==> src/design/cfg_pkg.sv <==
// Overview of operation
// [RULE_01] All configuration registers keep their contents through sleep; host writes are ignored while asleep.
// [RULE_02] Bit 6 of each pin configuration register inverts that pin's selected signal; it resets to 0.
// [RULE_03] Pin two's select field, bits 5:0, resets to 0x29, the active-low device ready indication.
// [RULE_04] Pin one's select field resets to 0x2E, which leaves that pin undriven.
// [RULE_05] Pin zero's select field resets to 0x3F, the crystal oscillator clock divided by 192.
// [RULE_06] Bit 7 of pin one's register sets high or low drive strength for all three pins; it resets to 0.
// [RULE_07] Bit 7 of pin zero's register enables the temperature sensor, and the host then writes zero to the others.
// [RULE_08] A queue threshold counts as reached when its byte count is equal to or above the threshold.
// [RULE_09] Setting n gives 61 minus 4n bytes for transmit and 4(n+1) bytes for receive, with reset setting 7.
// [RULE_10] Bits 7:4 of the threshold register read as zero and the host writes zeros there.
// [RULE_11] The sync word's upper byte has its own register, resetting to 0xD3.
// [RULE_12] The sync word's lower byte has its own register, resetting to 0x91.
// [RULE_13] With fixed length enabled, the length register gives the exact packet length; it resets to 0xFF.
// [RULE_14] With variable length, the same register gives the largest accepted packet length.
// [RULE_15] The host reads and writes the registers over the serial interface, with bursts over consecutive addresses.
// [RULE_16] Each pin drives the signal picked by its select field, exclusive-ORed with its polarity bit.
// [RULE_17] Bit 7 of pin two's register ignores writes and reads as zero.
package cfg_pkg;
    localparam int ADDR_W = 6;
    localparam logic [5:0] ADDR_PIN_TWO = 6'h00;
    localparam logic [5:0] ADDR_PIN_ONE = 6'h01;
    localparam logic [5:0] ADDR_PIN_ZERO = 6'h02;
    localparam logic [5:0] ADDR_QUEUE_THRESHOLD_SELECT = 6'h03;
    localparam logic [5:0] ADDR_MARK_HIGH = 6'h04;
    localparam logic [5:0] ADDR_MARK_LOW = 6'h05;
    localparam logic [5:0] ADDR_SIZE_LIMIT = 6'h06;

    localparam int POLARITY_BIT = 6;
    localparam int DRIVE_BIT = 7;
    localparam int TEMP_BIT = 7;
    localparam int SELECT_MSB = 5;
    localparam int THR_MSB = 3;
    localparam int HDR_READ_BIT = 7;
    localparam int HDR_BURST_BIT = 6;

    localparam logic [5:0] PIN_TWO_SELECT_RESET = 6'h29;
    localparam logic [5:0] PIN_ONE_SELECT_RESET = 6'h2E;
    localparam logic [5:0] PIN_ZERO_SELECT_RESET = 6'h3F;
    localparam logic [5:0] SELECT_UNDRIVEN = 6'h2E;
    localparam logic [3:0] THR_RESET = 4'h7;
    localparam logic [7:0] MARK_HIGH_RESET = 8'hD3;
    localparam logic [7:0] MARK_LOW_RESET = 8'h91;
    localparam logic [7:0] SIZE_LIMIT_RESET = 8'hFF;

    localparam logic [6:0] TX_THR_BASE = 7'h3D;
    localparam logic [6:0] THR_STEP = 7'h04;
    localparam int COUNT_W = 7;
    localparam int SOURCE_COUNT = 64;
endpackage

==> src/design/spi_byte_if.sv <==
`timescale 1ns/10ps
interface spi_byte_if;
    logic [7:0] rx_data;
    logic rx_valid;
    logic rx_first;
    logic [7:0] tx_data;

    modport link (output rx_data, output rx_valid, output rx_first, input tx_data);
    modport regs (input rx_data, input rx_valid, input rx_first, output tx_data);
endinterface

==> src/design/spi_frame.sv <==
`timescale 1ns/10ps
// serial clock is sampled by the system clock; it must stay at least two system clocks in each phase
module spi_frame (
    input wire logic clock,
    input wire logic rst,
    input wire logic sclk,
    input wire logic cs_low,
    input wire logic mosi,
    output logic miso_r,
    output logic miso_oe_r,
    spi_byte_if.link bytes
);
    logic sclk_d_r;
    logic [2:0] bit_cnt_r;
    logic [7:0] shift_in_r;
    logic [7:0] shift_out_r;
    logic first_r;
    logic rx_valid_r;
    logic [7:0] rx_data_r;
    logic rx_first_r;

    wire selected = !cs_low;
    wire rise = selected && sclk && !sclk_d_r;
    wire fall = selected && !sclk && sclk_d_r;
    wire byte_done = rise && (bit_cnt_r == 3'h7);
    wire byte_start = fall && (bit_cnt_r == 3'h0);

    assign bytes.rx_data = rx_data_r;
    assign bytes.rx_valid = rx_valid_r;
    assign bytes.rx_first = rx_first_r;

    always_ff @(posedge clock or posedge rst) begin
        if (rst) begin
            sclk_d_r <= 1'b0;
            bit_cnt_r <= 3'h0;
            shift_in_r <= 8'h00;
            shift_out_r <= 8'h00;
            first_r <= 1'b1;
            rx_valid_r <= 1'b0;
            rx_data_r <= 8'h00;
            rx_first_r <= 1'b0;
            miso_r <= 1'b0;
            miso_oe_r <= 1'b0;
        end else begin
            sclk_d_r <= sclk;
            miso_oe_r <= selected;
            rx_valid_r <= byte_done;
            if (!selected) begin
                bit_cnt_r <= 3'h0;
                first_r <= 1'b1;
                shift_out_r <= bytes.tx_data;
                miso_r <= bytes.tx_data[7];
            end else begin
                if (rise) begin
                    shift_in_r <= {shift_in_r[6:0], mosi};
                    bit_cnt_r <= bit_cnt_r + 3'h1;
                end
                if (byte_done) begin
                    rx_data_r <= {shift_in_r[6:0], mosi};
                    rx_first_r <= first_r;
                    first_r <= 1'b0;
                end
                // next byte is fetched at its first falling edge so burst reads see the advanced address
                if (byte_start) begin
                    shift_out_r <= {bytes.tx_data[6:0], 1'b0};
                    miso_r <= bytes.tx_data[7];
                end else if (fall) begin
                    shift_out_r <= {shift_out_r[6:0], 1'b0};
                    miso_r <= shift_out_r[7];
                end
            end
        end
    end
endmodule

==> src/design/pin_driver.sv <==
`timescale 1ns/10ps
module pin_driver #(
    parameter int SOURCES = 64
) (
    input wire logic clock,
    input wire logic rst,
    input wire logic [SOURCES-1:0] sources,
    input wire logic [5:0] select,
    input wire logic polarity,
    output logic pin_r,
    output logic pin_oe_r
);
    import cfg_pkg::*;

    initial begin
        if (SOURCES != 64) $error("pin_driver needs one source per select code");
    end

    wire picked = sources[select];
    wire driven = (select != SELECT_UNDRIVEN);

    always_ff @(posedge clock or posedge rst) begin
        if (rst) begin
            pin_r <= 1'b0;
            pin_oe_r <= 1'b0;
        end else begin
            pin_r <= picked ^ polarity; // [RULE_16] [RULE_02]
            pin_oe_r <= driven; // [RULE_04]
        end
    end
endmodule

==> src/design/radio_pin_fifo_packet_config.sv <==
`timescale 1ns/10ps
module radio_pin_fifo_packet_config #(
    parameter int FIFO_DEPTH = 64
) (
    input wire logic clock,
    input wire logic rst,
    input wire logic spi_sclk,
    input wire logic spi_cs_low,
    input wire logic spi_mosi,
    output logic spi_miso,
    output logic spi_miso_oe,
    input wire logic sleep_state,
    input wire logic [cfg_pkg::SOURCE_COUNT-1:0] pin_sources,
    input wire logic [cfg_pkg::COUNT_W-1:0] tx_fifo_count,
    input wire logic [cfg_pkg::COUNT_W-1:0] rx_fifo_count,
    input wire logic fixed_length_mode,
    input wire logic [7:0] rx_packet_length,
    output logic general_output_pin_zero,
    output logic general_output_pin_zero_oe,
    output logic general_output_pin_one,
    output logic general_output_pin_one_oe,
    output logic general_output_pin_two,
    output logic general_output_pin_two_oe,
    output logic pin_drive_strength,
    output logic temp_sensor_enable,
    output logic tx_threshold_reached,
    output logic rx_threshold_reached,
    output logic [15:0] frame_mark,
    output logic [7:0] frame_size_limit,
    output logic length_accepted
);
    import cfg_pkg::*;

    initial begin
        if (FIFO_DEPTH != 64) $error("threshold table assumes a 64 byte queue");
    end

    function automatic logic [COUNT_W-1:0] tx_limit(input logic [3:0] n);
        tx_limit = TX_THR_BASE - THR_STEP * {3'h0, n};
    endfunction

    function automatic logic [COUNT_W-1:0] rx_limit(input logic [3:0] n);
        rx_limit = THR_STEP * ({3'h0, n} + 7'h01);
    endfunction

    // register state; nothing here is cleared by sleep, only by rst
    logic pin_two_polarity_r;
    logic [5:0] pin_two_select_r;
    logic pin_drive_strength_r;
    logic pin_one_polarity_r;
    logic [5:0] pin_one_select_r;
    logic temp_enable_r;
    logic pin_zero_polarity_r;
    logic [5:0] pin_zero_select_r;
    logic [3:0] queue_threshold_select_r;
    logic [7:0] frame_mark_high_r;
    logic [7:0] frame_mark_low_r;
    logic [7:0] frame_size_limit_r;

    // serial transaction state
    logic active_r;
    logic read_r;
    logic burst_r;
    logic [ADDR_W-1:0] addr_r;

    logic tx_reached_r;
    logic rx_reached_r;
    logic length_ok_r;

    spi_byte_if bytes ();

    spi_frame u_frame (
        .clock(clock),
        .rst(rst),
        .sclk(spi_sclk),
        .cs_low(spi_cs_low),
        .mosi(spi_mosi),
        .miso_r(spi_miso),
        .miso_oe_r(spi_miso_oe),
        .bytes(bytes.link)
    );

    // header byte: read flag, burst flag, 6-bit address
    wire header_seen = bytes.rx_valid && bytes.rx_first;
    wire data_seen = bytes.rx_valid && !bytes.rx_first && active_r;
    wire write_strobe = data_seen && !read_r && !sleep_state; // [RULE_15] [RULE_01]

    wire wr_pin_two = write_strobe && (addr_r == ADDR_PIN_TWO);
    wire wr_pin_one = write_strobe && (addr_r == ADDR_PIN_ONE);
    wire wr_pin_zero = write_strobe && (addr_r == ADDR_PIN_ZERO);
    wire wr_queue_threshold_select = write_strobe && (addr_r == ADDR_QUEUE_THRESHOLD_SELECT);
    wire wr_mark_high = write_strobe && (addr_r == ADDR_MARK_HIGH);
    wire wr_mark_low = write_strobe && (addr_r == ADDR_MARK_LOW);
    wire wr_size_limit = write_strobe && (addr_r == ADDR_SIZE_LIMIT);

    wire [7:0] wdata = bytes.rx_data;

    wire [7:0] rd_pin_two = {1'b0, pin_two_polarity_r, pin_two_select_r}; // [RULE_17]
    wire [7:0] rd_pin_one = {pin_drive_strength_r, pin_one_polarity_r, pin_one_select_r};
    wire [7:0] rd_pin_zero = {temp_enable_r, pin_zero_polarity_r, pin_zero_select_r};
    wire [7:0] rd_queue_threshold_select = {4'h0, queue_threshold_select_r}; // [RULE_10]

    // unmapped addresses read as zero
    wire [7:0] read_value =
        (addr_r == ADDR_PIN_TWO) ? rd_pin_two :
        (addr_r == ADDR_PIN_ONE) ? rd_pin_one :
        (addr_r == ADDR_PIN_ZERO) ? rd_pin_zero :
        (addr_r == ADDR_QUEUE_THRESHOLD_SELECT) ? rd_queue_threshold_select :
        (addr_r == ADDR_MARK_HIGH) ? frame_mark_high_r :
        (addr_r == ADDR_MARK_LOW) ? frame_mark_low_r :
        (addr_r == ADDR_SIZE_LIMIT) ? frame_size_limit_r : 8'h00;

    // status byte during the header is left at zero
    assign bytes.tx_data = (active_r && read_r) ? read_value : 8'h00; // [RULE_15]

    wire [COUNT_W-1:0] tx_thr = tx_limit(queue_threshold_select_r); // [RULE_09]
    wire [COUNT_W-1:0] rx_thr = rx_limit(queue_threshold_select_r); // [RULE_09]

    wire length_fits = fixed_length_mode ? (rx_packet_length == frame_size_limit_r) // [RULE_13]
                                         : (rx_packet_length <= frame_size_limit_r); // [RULE_14]

    always_ff @(posedge clock or posedge rst) begin
        if (rst) begin
            active_r <= 1'b0;
            read_r <= 1'b0;
            burst_r <= 1'b0;
            addr_r <= '0;
        end else if (header_seen) begin
            active_r <= 1'b1;
            read_r <= bytes.rx_data[HDR_READ_BIT];
            burst_r <= bytes.rx_data[HDR_BURST_BIT];
            addr_r <= bytes.rx_data[SELECT_MSB:0];
        end else if (data_seen) begin
            // single access ends after one byte; a burst walks on to the next address
            active_r <= burst_r;
            addr_r <= addr_r + 6'h01; // [RULE_15]
        end else if (spi_cs_low) begin
            // a burst left open must not leak read data into the next header byte
            active_r <= 1'b0;
        end
    end

    always_ff @(posedge clock or posedge rst) begin
        if (rst) begin
            pin_two_polarity_r <= 1'b0; // [RULE_02]
            pin_two_select_r <= PIN_TWO_SELECT_RESET; // [RULE_03]
        end else if (wr_pin_two) begin
            pin_two_polarity_r <= wdata[POLARITY_BIT];
            pin_two_select_r <= wdata[SELECT_MSB:0];
        end
    end

    always_ff @(posedge clock or posedge rst) begin
        if (rst) begin
            pin_drive_strength_r <= 1'b0; // [RULE_06]
            pin_one_polarity_r <= 1'b0;
            pin_one_select_r <= PIN_ONE_SELECT_RESET; // [RULE_04]
        end else if (wr_pin_one) begin
            pin_drive_strength_r <= wdata[DRIVE_BIT]; // [RULE_06]
            pin_one_polarity_r <= wdata[POLARITY_BIT];
            pin_one_select_r <= wdata[SELECT_MSB:0];
        end
    end

    // the host clears the other fields when it sets the sensor bit; stored as written
    always_ff @(posedge clock or posedge rst) begin
        if (rst) begin
            temp_enable_r <= 1'b0;
            pin_zero_polarity_r <= 1'b0;
            pin_zero_select_r <= PIN_ZERO_SELECT_RESET; // [RULE_05]
        end else if (wr_pin_zero) begin
            temp_enable_r <= wdata[TEMP_BIT]; // [RULE_07]
            pin_zero_polarity_r <= wdata[POLARITY_BIT];
            pin_zero_select_r <= wdata[SELECT_MSB:0];
        end
    end

    always_ff @(posedge clock or posedge rst) begin
        if (rst) begin
            queue_threshold_select_r <= THR_RESET; // [RULE_09]
        end else if (wr_queue_threshold_select) begin
            queue_threshold_select_r <= wdata[THR_MSB:0]; // [RULE_10]
        end
    end

    always_ff @(posedge clock or posedge rst) begin
        if (rst) begin
            frame_mark_high_r <= MARK_HIGH_RESET; // [RULE_11]
            frame_mark_low_r <= MARK_LOW_RESET; // [RULE_12]
            frame_size_limit_r <= SIZE_LIMIT_RESET; // [RULE_13]
        end else begin
            if (wr_mark_high) begin
                frame_mark_high_r <= wdata; // [RULE_11]
            end
            if (wr_mark_low) begin
                frame_mark_low_r <= wdata; // [RULE_12]
            end
            if (wr_size_limit) begin
                frame_size_limit_r <= wdata;
            end
        end
    end

    always_ff @(posedge clock or posedge rst) begin
        if (rst) begin
            tx_reached_r <= 1'b0;
            rx_reached_r <= 1'b0;
            length_ok_r <= 1'b0;
        end else begin
            tx_reached_r <= (tx_fifo_count >= tx_thr); // [RULE_08]
            rx_reached_r <= (rx_fifo_count >= rx_thr); // [RULE_08]
            length_ok_r <= length_fits;
        end
    end

    pin_driver #(.SOURCES(SOURCE_COUNT)) u_pin_zero (
        .clock(clock),
        .rst(rst),
        .sources(pin_sources),
        .select(pin_zero_select_r),
        .polarity(pin_zero_polarity_r),
        .pin_r(general_output_pin_zero),
        .pin_oe_r(general_output_pin_zero_oe)
    );

    pin_driver #(.SOURCES(SOURCE_COUNT)) u_pin_one (
        .clock(clock),
        .rst(rst),
        .sources(pin_sources),
        .select(pin_one_select_r),
        .polarity(pin_one_polarity_r),
        .pin_r(general_output_pin_one),
        .pin_oe_r(general_output_pin_one_oe)
    );

    pin_driver #(.SOURCES(SOURCE_COUNT)) u_pin_two (
        .clock(clock),
        .rst(rst),
        .sources(pin_sources),
        .select(pin_two_select_r),
        .polarity(pin_two_polarity_r),
        .pin_r(general_output_pin_two),
        .pin_oe_r(general_output_pin_two_oe)
    );

    assign pin_drive_strength = pin_drive_strength_r;
    assign temp_sensor_enable = temp_enable_r;
    assign tx_threshold_reached = tx_reached_r;
    assign rx_threshold_reached = rx_reached_r;
    assign frame_mark = {frame_mark_high_r, frame_mark_low_r};
    assign frame_size_limit = frame_size_limit_r;
    assign length_accepted = length_ok_r;
endmodule

==> config.mk <==
export PLATFORM = sky130hd
export DESIGN_NAME = radio_pin_fifo_packet_config
export DESIGN_NICKNAME = d
export VERILOG_FILES = /design/src/design/cfg_pkg.sv /design/src/design/spi_byte_if.sv /design/src/design/spi_frame.sv /design/src/design/pin_driver.sv /design/src/design/radio_pin_fifo_packet_config.sv
export SDC_FILE = /design/constraint.sdc
export NUM_CORES = 1
export LEC_CHECK = 0
export BUFFER_PORTS_ARGS = -buffer_cell sky130_fd_sc_hd__buf_2
export CAP_MARGIN = 15
export CORE_MARGIN = 10
export CORE_UTILIZATION = 33
export CTS_CLUSTER_DIAMETER = 40
export CTS_CLUSTER_SIZE = 40
export DETAILED_ROUTE_END_ITERATION = 8
export PLACE_DENSITY = 0.59
export SLEW_MARGIN = 10
export SYNTH_ARGS = -nofsm -noshare
export SYNTH_HDL_FRONTEND = slang
export SYNTH_SLANG_ARGS = --single-unit
==> constraint.sdc <==
create_clock -name clock -period 4.59 [get_ports clock]
set_clock_uncertainty 0.15 [all_clocks]
set_input_delay 0.918 -clock clock [delete_from_list [all_inputs] [get_ports clock]]
set_output_delay 0.918 -clock clock [all_outputs]
set_load 0.05 [all_outputs]
==> impl_metrics.env <==
export IMPL_pre_cts_ws_ps=1580
export IMPL_synth_top_cell_by_area="dfrtp_1"
export IMPL_critPathMaxFanout=19
export IMPL_final_hold_violation_count=0
export IMPL_async_flop_share=1.00
export IMPL_critPathKind="flop to flop"
export IMPL_worst_hold_path_type="flop to flop"
export IMPL_critPathMaxStageDelay_ps=940
export IMPL_cp_common_cell="mux4_2"
export IMPL_clk_pin_slew_ps=70
export IMPL_syn_to_final_growth_pct=16.9
export IMPL_drtIter0Drc=401
export IMPL_num_antenna_cells=0
export IMPL_maxCapViolations=0
export IMPL_seq_area_frac_synth=0.383
export IMPL_synth_cells=575
export IMPL_crit_chain="mux4_1 -> mux4_2 -> mux4_2 -> xor2_1"
export IMPL_min_period_ps=2980
export IMPL_ys_warn_count=0
export IMPL_r2r_cells=4
export IMPL_hold_path_cell_count=1
export IMPL_synth_edf_count=0
export IMPL_wl_per_cell_um=20.4
export IMPL_first_global_vias=5385
export IMPL_root_buffer="clkbuf_16"
export IMPL_placed_area_um2=7560
export IMPL_synth_area_um2=6700
export IMPL_min_from="u_frame.shift_in_r[6]$_DFFE_PP0P_"
export IMPL_final_max_slew_violation_count=0
export IMPL_cp_slowest_cell="dfrtp_1"
export IMPL_synth_cell_types=58
export IMPL_wl_um=19500
export IMPL_irDropWorstVdd_mv=0.182
export IMPL_nets=799
export IMPL_grt_total_usage=0.147
export IMPL_rrSetupSlack_ps=1610
export IMPL_worstSetupStartpointType="flop"
export IMPL_gp_congestion=0.892
export IMPL_start_util=0.333
export IMPL_grt_pass1_wl_um=31100
export IMPL_hpwl_um=14600
export IMPL_grt_max_degree=63
export IMPL_relSlewSlack=0.382
export IMPL_ys_top_cells_by_count="dfrtp_1, mux2_2, nand2_1"
export IMPL_setup_viol=0
export IMPL_overflow=0
export IMPL_cts_htree_levels=3
export IMPL_leakagePower_uw=0.00328
export IMPL_syn_avg_cell_area_um2=11.7
export IMPL_status="finished clean"
export IMPL_setup_tns_ps=0
export IMPL_finalWorstSetupSlack_ps=1610
export IMPL_cts_buffers_inserted=9
export IMPL_die_width_um=162
export IMPL_fin_crit_sh=0.650
export IMPL_tightestPinTransition_ps=927
export IMPL_cts_repair_resized=0
export IMPL_crit_buf_inv=0
export IMPL_hold_path_end="u_frame.bytes.rx_data[7]$_DFFE_PP0P_"
export IMPL_core_area_um2=20100
export IMPL_synth_top_area_share=0.254
export IMPL_drive_gt1_frac=0.413
export IMPL_io_pins=130
export IMPL_rsz0062_at_grt="false"
export IMPL_reg2reg_to="u_pin_one.pin_r$_DFF_PP0_"
export IMPL_drt_first_pass_iters=4
export IMPL_p_per_area_nw_per_um2=238
export IMPL_synthFlopType="dfrtp_1"
export IMPL_avgViaCountPerCell=5.57
export IMPL_dr_total_vias=5322
export IMPL_hold_buffers=0
export IMPL_antenna_found_initial=0
export IMPL_postSynthNetCount=693
export IMPL_ys_top_cells_by_area="dfrtp_1, dfstp_2, mux2_2"
export IMPL_ys_ff_latch=101
export IMPL_crit_family="multiplexers"
export IMPL_clock_latency_ps=340
export IMPL_rows=52
export IMPL_fmax_mhz=335
export IMPL_clockBufferDepth=2
export IMPL_cts_setup_buffers=0
export IMPL_postLayoutCellArea_um2=7830
export IMPL_numPortBuffers=129
export IMPL_drcViolationCount=0
export IMPL_die_height_um=162
export IMPL_cts_tree="yes"
export IMPL_cp_end_kind="flop"
export IMPL_clock_sinks=101
export IMPL_postRouteAntennaNets=0
export IMPL_worstPathArrival_ps=3070
export IMPL_fp_dieArea_um2=26400
export IMPL_cp_required_ps=4670
export IMPL_r2r_start="pin_one_select_r[0]$_DFFE_PP0P_"
-- layer usage --
layer / global-route usage / routed length (um) / vias to the layer above
met2: 0.217 / 8450 / 260
li1: - / - / 2436
met1: 0.206 / 9000 / 2610
met5: 0 / 0 / -
met4: 0.0331 / 240 / 0
met3: 0.0455 / 1850 / 16
-- worst max path at each step --
stage | start | slack [ps] | cells after the start | to
floorplan | rst | 930 | 1 | active_r$_DFFE_PP0P_
global placement | pin_one_select_r[0]$_DFFE_PP0P_ | 1630 | 4 | u_pin_one.pin_r$_DFF_PP0_
detailed placement | pin_one_select_r[0]$_DFFE_PP0P_ | 1580 | 4 | u_pin_one.pin_r$_DFF_PP0_
CTS | pin_one_select_r[0]$_DFFE_PP0P_ | 1570 | 4 | u_pin_one.pin_r$_DFF_PP0_
global route | pin_one_select_r[0]$_DFFE_PP0P_ | 1490 | 4 | u_pin_one.pin_r$_DFF_PP0_
finish | pin_one_select_r[0]$_DFFE_PP0P_ | 1610 | 4 | u_pin_one.pin_r$_DFF_PP0_
-- layout by cell type, fill, tap and decap left out, types with 3 or more instances in the layout --
master	instances
a221oi_1	6
a31oi_1	7
nand2b_1	5
clkbuf_16	9
o21ai_0	28
a22oi_1	11
and2_1	6
nand3b_1	6
nand4_1	4
o22ai_1	7
a222oi_1	3
xor2_1	3
dfstp_2	33
clkbuf_1	4
a21o_1	3
buf_4	5
a21oi_1	22
nor2b_1	11
o21a_1	3
inv_1	22
o211ai_1	3
mux4_1	14
buf_2	129
nor2_1	21
dfrtp_1	68
o221ai_1	4
mux4_2	33
nor3_1	4
nand2_1	40
a211oi_1	6
mux2i_1	16
nand3_1	18
xnor2_1	3
ha_1	25
mux2_2	68
-- sequential cells by signal, summed over array words and instances (netlist names), 3 cells and up --
name,count
addr_r,6
frame_mark_high_r,8
frame_mark_low_r,8
frame_size_limit,8
pin_one_select_r,6
pin_two_select_r,6
pin_zero_select_r,6
queue_threshold_select_r,4
u_frame.bit_cnt_r,3
u_frame.bytes.rx_data,8
u_frame.shift_in_r,7
u_frame.shift_out_r,8
-- through the flow --
stage | cells | utilization | total power [uW] | hold WS (ps)
3_3_place_gp | 940 | 0.376 | 1160 | 326
6_report | 956 | 0.390 | 1860 | 351
5_1_grt | 956 | 0.390 | 1950 | 378
2_1_floorplan | 575 | - | 1070 | 301
3_5_place_dp | 940 | 0.376 | 1160 | 340
4_1_cts | 956 | 0.390 | 1880 | 352
-- report_power, final --
| part | internal [uW] | switching, uW | leakage [uW] | total [uW] |
|---|---|---|---|---|
| clock | 398 | 320 | 0.000134 | 718 |
| sequential | 923 | 19.7 | 0.00124 | 943 |
| combinational | 99.7 | 103 | 0.00191 | 203 |
-- area by class of cell --
class                      count  area, um^2
fill                        1980       12300
multi-input combinational    412        3880
sequential                   101        2570
timing repair buffer         134         683
tap                          270         338
clock buffer                  15         268
inverter                      23        88.8
clock inverter                 1        5.00
-- logic make-up after synthesis --
logic type | Yosys count | synth area share
AOI/OAI and AO/OA | 120 | 0.120
buffers and inverters | 62 | 0.0385
adders and majority gates | 25 | 0.0467
DFF | 101 | 0.383
and+or+nand+nor | 130 | 0.100
muxes | 131 | 0.304
xor gates and xnor gates | 6 | 0.00784
Note: power is estimated with default switching activity, not from simulation.
